<file path="src/hw/temp_alarm_pkg.sv">
// Constants for the temperature channel alarm and status logic.
// Assumes an 8-bit command-byte register port and 8-bit unsigned temperatures.
package temp_alarm_pkg;

   // -----------------------------------------------------------------
   // Channels and timing
   // -----------------------------------------------------------------
   localparam int          NUM_CH      = 7;
   localparam int          CH_W        = 3;
   localparam logic [2:0]  LOCAL_CH    = 3'h0;
   localparam logic [2:0]  LAST_CH     = 3'h6;
   localparam int          CLK_KHZ     = 50_000;
   localparam int          RC_EXTRA_MS = 125;
   localparam int          HYST_DEGC   = 4;

   // -----------------------------------------------------------------
   // Register command codes
   // -----------------------------------------------------------------
   localparam logic [7:0] ADDR_CFG1       = 8'h41;
   localparam logic [7:0] ADDR_CFG2       = 8'h42;
   localparam logic [7:0] ADDR_CFG3       = 8'h43;
   localparam logic [7:0] ADDR_ST1        = 8'h44;
   localparam logic [7:0] ADDR_ST2        = 8'h45;
   localparam logic [7:0] ADDR_ST3        = 8'h46;
   localparam logic [7:0] ADDR_MFR_ID     = 8'h0A;
   localparam logic [4:0] ADDR_TEMP_HI    = 5'h00;
   localparam logic [3:0] ADDR_ALIM_HI    = 4'h1;
   localparam logic [3:0] ADDR_OLIM_HI    = 4'h2;
   localparam logic [2:0] ALIM_LOCAL_IDX  = 3'h7;

   // -----------------------------------------------------------------
   // Field layout and reset values
   // -----------------------------------------------------------------
   localparam int         CFG1_STOP  = 7;
   localparam int         CFG1_POR   = 6;
   localparam int         CFG1_RC    = 3;
   localparam int         CFG1_BC    = 2;
   localparam logic [7:0] CFG1_RST   = 8'h0C;
   localparam logic [7:0] CFG1_WMASK = 8'hAC;
   localparam logic [7:0] ST1_BITS   = 8'h7F;
   localparam logic [7:0] ST1_LOCAL  = 8'h40;
   localparam logic [7:0] OT_BITS    = 8'h39;
   localparam logic [7:0] OT_CH_MASK = 8'h72;
   localparam logic [7:0] ONE_HOT0   = 8'h01;

   localparam logic [6:0][7:0] ALERT_LIM_RST =
      {8'h64, 8'h64, 8'h64, 8'h64, 8'h7F, 8'h6E, 8'h5A};
   localparam logic [6:0][7:0] OT_LIM_RST =
      {8'h5A, 8'h5A, 8'h7F, 8'h00, 8'h00, 8'h6E, 8'h00};

   typedef enum logic {SEQ_STANDBY, SEQ_CONVERT} seq_e;

endpackage

</file>
<file path="src/hw/temp_channel_alarm_status.sv">
// Alarm status, masking and measurement sequencing of a seven-channel monitor.
// Assumes a command-byte register port and a front end that presents the
// result of conv_chan_o on meas_temp_i when the conversion window ends.
//
// Function
// - Overtemp mask bits 5,4,3,0 gate output.
// - Local alert flag bit 6 above limit.
// - Remote alert flags bits 0-5 above limits.
// - Config1 bit 3 enables resistance cancellation.
// - Cancellation adds 125 ms to channel 1.
// - Config1 bit 2 beta compensation, on at reset.
// - Open diode or anode at supply: fault.
// - Sequencer skips faulted remote channels.
// - Masked channels never assert alarm outputs.
// - Alert mask bits 0-5 remote, 6 local.
// - Status2 clears on read, output unchanged.
// - Fault releases only past 4 degree hysteresis.
`timescale 1ns/1ps
`default_nettype none
module temp_channel_alarm_status
   import temp_alarm_pkg::*;
#(
   parameter int         TIMER_W         = 24,
   parameter int         BASE_CONV_CYC   = 50_000,
   parameter int         RC_EXTRA_CYC    = RC_EXTRA_MS * CLK_KHZ,
   parameter logic [7:0] MFR_ID          = 8'h5C  // Arbitrary value
)
(
   input  wire logic        mclk_i,
   input  wire logic        reset_i,
   input  wire logic        ce_i,
   input  wire logic [7:0]  reg_addr_i,
   input  wire logic        reg_wr_i,
   input  wire logic        reg_rd_i,
   input  wire logic [7:0]  reg_wdata_i,
   output logic      [7:0]  reg_rdata_o,
   input  wire logic [7:0]  meas_temp_i,
   input  wire logic [5:0]  diode_anode_open_i,
   input  wire logic [5:0]  diode_cathode_open_i,
   input  wire logic [5:0]  diode_anode_at_supply_i,
   output logic      [2:0]  conv_chan_o,
   output logic             conv_sample_o,
   output logic             rc_enable_o,
   output logic             bc_enable_o,
   output logic             alert_oe_n_o,
   output logic             overtemp_out_oe_n_o
);

   // -----------------------------------------------------------------
   // State
   // -----------------------------------------------------------------
   typedef struct packed {
      seq_e             state;
      logic [CH_W-1:0]  chan;
      logic [TIMER_W-1:0] timer;
      logic [7:0]       cfg1;
      logic [7:0]       mask_alert;
      logic [7:0]       mask_ot;
      logic [7:0]       status1;
      logic [7:0]       status2;
      logic [7:0]       fault;
      logic [7:0]       alert_act;
      logic [7:0]       ot_act;
      logic [6:0][7:0]  alert_lim;
      logic [6:0][7:0]  ot_lim;
      logic [6:0][7:0]  temp;
      logic [7:0]       rdata;
      logic             sample;
      logic             alert_oe_n;
      logic             ot_oe_n;
   } state_s;

   localparam state_s ST_RST = '{state: SEQ_STANDBY, cfg1: CFG1_RST, alert_lim: ALERT_LIM_RST,
                                 ot_lim: OT_LIM_RST, alert_oe_n: 1'b1, ot_oe_n: 1'b1,
                                 default: '0};
   localparam logic [TIMER_W-1:0] BASE_LOAD = TIMER_W'(BASE_CONV_CYC - 1);
   localparam logic [TIMER_W-1:0] RC_LOAD   = TIMER_W'(BASE_CONV_CYC - 1 + RC_EXTRA_CYC);

   state_s            s_reg;
   state_s            s_next;
   logic [7:0]        a_hit;
   logic [7:0]        o_hit;
   logic [2:0]        nxt_chan;
   logic              load_ev;
   logic              sample_ev;
   logic [5:0]        fault_raw;
   logic              soft_rst;

   // -----------------------------------------------------------------
   // Comparators, one alert per channel plus one overtemp per remote channel, results at status bit positions
   // -----------------------------------------------------------------
   for (genvar c = 0; c < NUM_CH; c++)
   begin : g_cmp
      localparam int AP = (c == 0) ? 6 : c - 1;
      temp_limit_cmp u_alert (
         .temp_i   (meas_temp_i),
         .limit_i  (s_reg.alert_lim[c]),
         .active_i (s_reg.alert_act[AP]),
         .active_o (a_hit[AP])
      );
      if (c != 0)
      begin : g_ot
         temp_limit_cmp u_ot (
            .temp_i   (meas_temp_i),
            .limit_i  (s_reg.ot_lim[c]),
            .active_i (s_reg.ot_act[c-1]),
            .active_o (o_hit[c-1])
         );
      end
   end
   assign a_hit[7] = 1'b0;
   assign o_hit[7:6] = 2'b00;

   // -----------------------------------------------------------------
   // Helpers
   // -----------------------------------------------------------------
   function automatic logic [2:0] next_chan(input logic [2:0] cur, input logic [7:0] flt);
      logic [2:0] c;
      logic [2:0] r;
      logic       found;
      c = cur;
      r = LOCAL_CH;
      found = 1'b0;
      for (int i = 0; i < NUM_CH; i++)
      begin
         c = (c == LAST_CH) ? LOCAL_CH : c + 3'h1;
         if (!found && (c == LOCAL_CH || !flt[c]))
         begin
            r = c;
            found = 1'b1;
         end
      end
      return r;
   endfunction

   function automatic logic [7:0] rd_mux(input state_s st, input logic [7:0] a);
      logic [7:0] d;
      d = 8'h00;
      unique case (a)
         ADDR_CFG1:   d = st.cfg1;
         ADDR_CFG2:   d = st.mask_alert;
         ADDR_CFG3:   d = st.mask_ot;
         ADDR_ST1:    d = st.status1;
         ADDR_ST2:    d = st.status2;
         ADDR_ST3:    d = st.fault;
         ADDR_MFR_ID: d = MFR_ID;
         default:
         begin
            if (a[7:3] == ADDR_TEMP_HI && a[2:0] != ALIM_LOCAL_IDX)
               d = st.temp[a[2:0]];
            else if (a[7:4] == ADDR_ALIM_HI && a[3] == 1'b0 && a[2:0] != LOCAL_CH)
               d = st.alert_lim[(a[2:0] == ALIM_LOCAL_IDX) ? LOCAL_CH : a[2:0]];
            else if (a[7:4] == ADDR_OLIM_HI && a[3] == 1'b0 && OT_CH_MASK[a[2:0]])
               d = st.ot_lim[a[2:0]];
         end
      endcase
      return d;
   endfunction

   // -----------------------------------------------------------------
   // Next state
   // -----------------------------------------------------------------
   assign fault_raw = (diode_anode_open_i & diode_cathode_open_i) | diode_anode_at_supply_i;
   assign nxt_chan  = next_chan(s_reg.chan, s_reg.fault);
   assign sample_ev = (s_reg.state == SEQ_CONVERT) && (s_reg.timer == '0);
   assign soft_rst  = reg_wr_i && reg_addr_i == ADDR_CFG1 && reg_wdata_i[CFG1_POR];

   always_comb
   begin
      logic [7:0] a_sel;
      logic [7:0] o_sel;
      a_sel   = (s_reg.chan == LOCAL_CH) ? ST1_LOCAL : ONE_HOT0 << (s_reg.chan - 3'h1);
      o_sel   = (s_reg.chan == LOCAL_CH) ? 8'h00 : (ONE_HOT0 << (s_reg.chan - 3'h1)) & OT_BITS;
      s_next  = s_reg;
      load_ev = 1'b0;
      s_next.sample = 1'b0;
      s_next.fault  = {1'b0, fault_raw, 1'b0};
      // Register port; clear-on-read happens before sets so a set wins
      if (reg_rd_i)
      begin
         s_next.rdata = rd_mux(s_reg, reg_addr_i);
         if (reg_addr_i == ADDR_ST1)
            s_next.status1 = 8'h00;
         if (reg_addr_i == ADDR_ST2)
            s_next.status2 = 8'h00;
      end
      if (reg_wr_i)
      begin
         unique case (reg_addr_i)
            ADDR_CFG1: s_next.cfg1       = reg_wdata_i & CFG1_WMASK;
            ADDR_CFG2: s_next.mask_alert = reg_wdata_i & ST1_BITS;
            ADDR_CFG3: s_next.mask_ot    = reg_wdata_i & OT_BITS;
            default:
            begin
               if (reg_addr_i[7:4] == ADDR_ALIM_HI && reg_addr_i[3] == 1'b0 && reg_addr_i[2:0] != LOCAL_CH)
                  s_next.alert_lim[(reg_addr_i[2:0] == ALIM_LOCAL_IDX) ? LOCAL_CH : reg_addr_i[2:0]] = reg_wdata_i;
               else if (reg_addr_i[7:4] == ADDR_OLIM_HI && reg_addr_i[3] == 1'b0 && OT_CH_MASK[reg_addr_i[2:0]])
                  s_next.ot_lim[reg_addr_i[2:0]] = reg_wdata_i;
            end
         endcase
      end
      // Measurement sequence
      unique case (s_reg.state)
         SEQ_STANDBY:
         begin
            if (!s_reg.cfg1[CFG1_STOP])
            begin
               s_next.state = SEQ_CONVERT;
               s_next.chan  = LOCAL_CH;
               s_next.timer = BASE_LOAD;
            end
         end
         SEQ_CONVERT:
         begin
            if (sample_ev)
            begin
               s_next.sample          = 1'b1;
               s_next.temp[s_reg.chan] = meas_temp_i;
               s_next.alert_act = (s_reg.alert_act & ~a_sel) | (a_hit & a_sel);
               s_next.status1   = s_next.status1 | (a_hit & a_sel);
               s_next.ot_act    = (s_reg.ot_act & ~o_sel) | (o_hit & o_sel);
               s_next.status2   = s_next.status2 | (o_hit & o_sel);
               if (s_reg.cfg1[CFG1_STOP])
                  s_next.state = SEQ_STANDBY;
               else
               begin
                  load_ev      = 1'b1;
                  s_next.chan  = nxt_chan;
                  s_next.timer = (nxt_chan == 3'h1 && s_reg.cfg1[CFG1_RC]) ? RC_LOAD : BASE_LOAD;
               end
            end
            else
               s_next.timer = s_reg.timer - TIMER_W'(1);
         end
      endcase
      s_next.alert_oe_n = ~|(s_next.status1 & ~s_next.mask_alert);
      s_next.ot_oe_n    = ~|(s_next.ot_act & ~s_next.mask_ot);
      if (soft_rst)
         s_next = ST_RST;
   end

   always_ff @(posedge mclk_i or posedge reset_i)
   begin
      if (reset_i)
         s_reg <= ST_RST;
      else if (ce_i)
         s_reg <= s_next;
   end

   assign reg_rdata_o         = s_reg.rdata;
   assign conv_chan_o         = s_reg.chan;
   assign conv_sample_o       = s_reg.sample;
   assign rc_enable_o         = s_reg.cfg1[CFG1_RC];
   assign bc_enable_o         = s_reg.cfg1[CFG1_BC];
   assign alert_oe_n_o        = s_reg.alert_oe_n;
   assign overtemp_out_oe_n_o = s_reg.ot_oe_n;
endmodule
`default_nettype wire

</file>
<file path="src/hw/temp_limit_cmp.sv">
// One channel limit comparator with release hysteresis.
// Assumes unsigned 8-bit temperature and limit codes.
`timescale 1ns/1ps
`default_nettype none
module temp_limit_cmp
   import temp_alarm_pkg::*;
#(
   parameter int HYST = HYST_DEGC
)
(
   input  wire logic [7:0] temp_i,
   input  wire logic [7:0] limit_i,
   input  wire logic       active_i,
   output logic            active_o
);

   logic [8:0] temp_plus_hyst;

   assign temp_plus_hyst = {1'b0, temp_i} + 9'(HYST);

   // Trip above limit; release only once temp + hyst <= limit
   assign active_o = active_i ? (temp_plus_hyst > {1'b0, limit_i})
                              : (temp_i > limit_i);
endmodule
`default_nettype wire

</file>
<file path="config.mk">
export PLATFORM = sky130hd
export DESIGN_NAME = temp_channel_alarm_status
export DESIGN_NICKNAME = d
export VERILOG_FILES = /design/src/hw/temp_alarm_pkg.sv /design/src/hw/temp_channel_alarm_status.sv /design/src/hw/temp_limit_cmp.sv
export SDC_FILE = /design/constraint.sdc
export NUM_CORES = 1
export LEC_CHECK = 0
export BUFFER_PORTS_ARGS = -buffer_cell sky130_fd_sc_hd__buf_2
export CORE_MARGIN = 2
export CORE_UTILIZATION = 64
export DETAILED_ROUTE_END_ITERATION = 6
export PLACE_DENSITY_LB_ADDON = 0.3
export SETUP_SLACK_MARGIN = 0.4
export SYNTH_ARGS = -nofsm -noshare
export SYNTH_HDL_FRONTEND = slang
export SYNTH_HIERARCHICAL = 1
export SYNTH_SLANG_ARGS = --single-unit
</file>
<file path="constraint.sdc">
create_clock -name mclk_i -period 9.2 [get_ports mclk_i]
set_input_delay 0.46 -clock mclk_i [delete_from_list [all_inputs] [get_ports mclk_i]]
set_output_delay 0.46 -clock mclk_i [all_outputs]
set_load 0.1 [all_outputs]
</file>
==> metrics.cfg <==
[routing]
vias = 16570
vias_per_cell = 6.69
drtIter0Drc = 1586
post-route-drc-count = 0
ant_nets = 0
firstDrtPassIters = 6
post_drt_wl_per_cell_um = 22.0
wirelength_um = 54600

[yosys]
yosysTopAreaCell = dfrtp_1
synth_mux_area_share_pct = 5.57
ys_top_cells_by_area = dfrtp_1, ha_1, dfstp_2
synth_flop_cell = dfrtp_1
synth_cell_types = 83
avgSynthCellArea_um2 = 8.69
synthAdderAreaFrac_pct = 11.7
syn-cell-area_um2 = 17900
synth_compound_area_share_pct = 21.1
synth_top_cell_area_share_pct = 27.8
synth-xor-area-share_pct = 2.64
synth_top_family_by_area = compound AO/OA/AOI/OAI gates
ys_warn_count = 6
seq_area_frac_synth_pct = 35.4
async_reset_ff_share_pct = 100
synth_fp_nets = 2276
synth-edff-count = 0
ys_ff_latch = 251
synth-simple-area-share_pct = 18.2
synth_cells = 2062

[grt]
use_met3_pct = 6.60
grt_overflow = 0
use_met1_pct = 50.3
grt_pass1_wl_um = 86800
grt_pass1_vias = 15807
grtUsageMet2_pct = 60.9
busiest_layer = met2
grt_usage_pct = 37.6
grt_max_degree = 127
antenna_found_initial = 1

[cells_and_area]
drive_gt1_share_pct = 12.1
largest_reg_flops = 235
fin_nets = 2289
area_delta_synth_final_pct = 8.23
layout_commonest_cell = nand2_1
layout_common_cells = nand2_1, o21ai_0, dfrtp_1, ha_1, inv_1

[sta]
timing.hold.ws_ns = 0.0820
max_slew_margin_pct = 25.4
post-route-period-util_pct = 42.4
drv_slew = 0
skew_ns = 0.0241
worst_pin_slew_ns = 1.10
setup_violations = 0
max_freq_mhz = 257
final_hold_viol_count = 0
rsz0062_at_grt = false
tns_ns = 0
min_period_ns = 3.90

[placement]
gp_congestion = 1.00
place.port_buffers = 62
dp_hpwl_um = 38600

[worst_setup_path]
cp.arrival_ns = 4.41
crit_type = reg2reg
critPathMaxFanout = 13
required_ns = 9.71
worstSetupStartpointType = register
worstSetupEndpointType = register

[die]
die_h_um = 171
fp-row-count = 61
io_pins = 63
die-area_um2 = 29400
core_region_area_um2 = 27700
die_width_um = 171
initial_core_util_pct = 64.7

[job]
drv_cap = 0

[power]
powerDensity_nw_per_um2 = 145
ir_drop_v = 0.000172
leakage_nw = 8.38

[worst_hold_path]
hold_class = in2async

[clocking]
clockBufferDepth = 3
cts_max_level = 1
cts_tree = built
clk_pin_slew_ns = 0.07
insertion_delay_ns = 0.56
cts_buffers = 26
cts-resized-gates = 0
cts.sink_count = 251
root_buffer = clkbuf_16
cts_hold_buffers = 0
cts_setup_buffers = 0

[outcome]
outcome = finished clean

-- worst max-delay path: stages, from the launching register on --
cell	delay, ns
dfrtp_1	0.41
inv_1	0.07
ha_1	0.20
or4b_1	0.59
nor3_2	0.28
nand4_1	0.55
nor3_1	0.73
mux2_2	0.42
a222oi_1	0.33
o221a_2	0.27
-- cell families after synthesis --
kind of cell,after synthesis
AOI/OAI and AO/OA,579
and+or+nand+nor,687
DFF,251
adders and majority gates,167
muxes,80
buffers and inverters,244
xor gates and xnor gates,54
-- worst paths after layout --
kind                                start                   to  slack (ns)  depth (start not counted)
max                            s_reg[243]  overtemp_out_oe_n_o        5.30                          9
min                               reset_i            s_reg[36]        0.08                          2
max reg2reg                    s_reg[243]  overtemp_out_oe_n_o        5.30                          9
min reg2reg                     s_reg[50]            s_reg[50]        0.48                          2
max in group asynchronous         reset_i           s_reg[200]        7.65                          3
min in group mclk_i        reg_wdata_i[7]           s_reg[130]        0.24                          2
-- stage by stage --
step / total power [mW] / instances / utilization, % / area [um^2] / setup slack [ns]
6_report: 2.81 / 2475 / 70.0 / 19400 / 5.30
5_1_grt: 2.91 / 2474 / 70.0 / 19400 / 5.11
4_1_cts: 2.80 / 2473 / 70.0 / 19400 / 5.45
3_5_place_dp: 1.63 / 2425 / 66.5 / 18400 / 5.25
3_3_place_gp: 1.61 / 2425 / 66.5 / 18400 / 5.43
2_1_floorplan: 1.49 / 2062 / - / 17900 / 1.93
-- where the power goes --
part | internal, mW | switching [mW]
sequential | 1.14 | 0.0396
combinational | 0.157 | 0.284
clock | 0.710 | 0.481
-- layer usage --
metal  wire, um  share of wire (%)  vias to the layer above
met1      21700                 40                     7975
met4       2540                4.7                        0
li1           -                  -                     7450
met3       5120                9.4                      206
met5          0                  0                        -
met2      25200                 46                      939
-- cell usage after synthesis (20+ instances only) --
cell type / count
o21ai_0: 211
o22ai_1: 20
nand2_1: 286
nor3_1: 28
nand3_1: 85
and2_1: 37
a22o_1: 22
dfstp_2: 52
mux2i_1: 58
nor4_1: 23
dfrtp_1: 199
nor2_1: 122
a21o_1: 24
ha_1: 167
a21oi_1: 106
inv_1: 143
clkbuf_1: 58
xnor2_1: 40
-- layout make-up --
type	instances	area [um^2]
Multi-Input combinational cell	1567	10600
Fill cell	2234	8310
Sequential cell	251	6350
Clock buffer	31	689
Inverter	149	567
Tap cell	378	473
Timing Repair Buffer	80	448
Clock inverter	17	278
Antenna cell	2	5.00
Note: power is estimated with default switching activity, not from simulation.
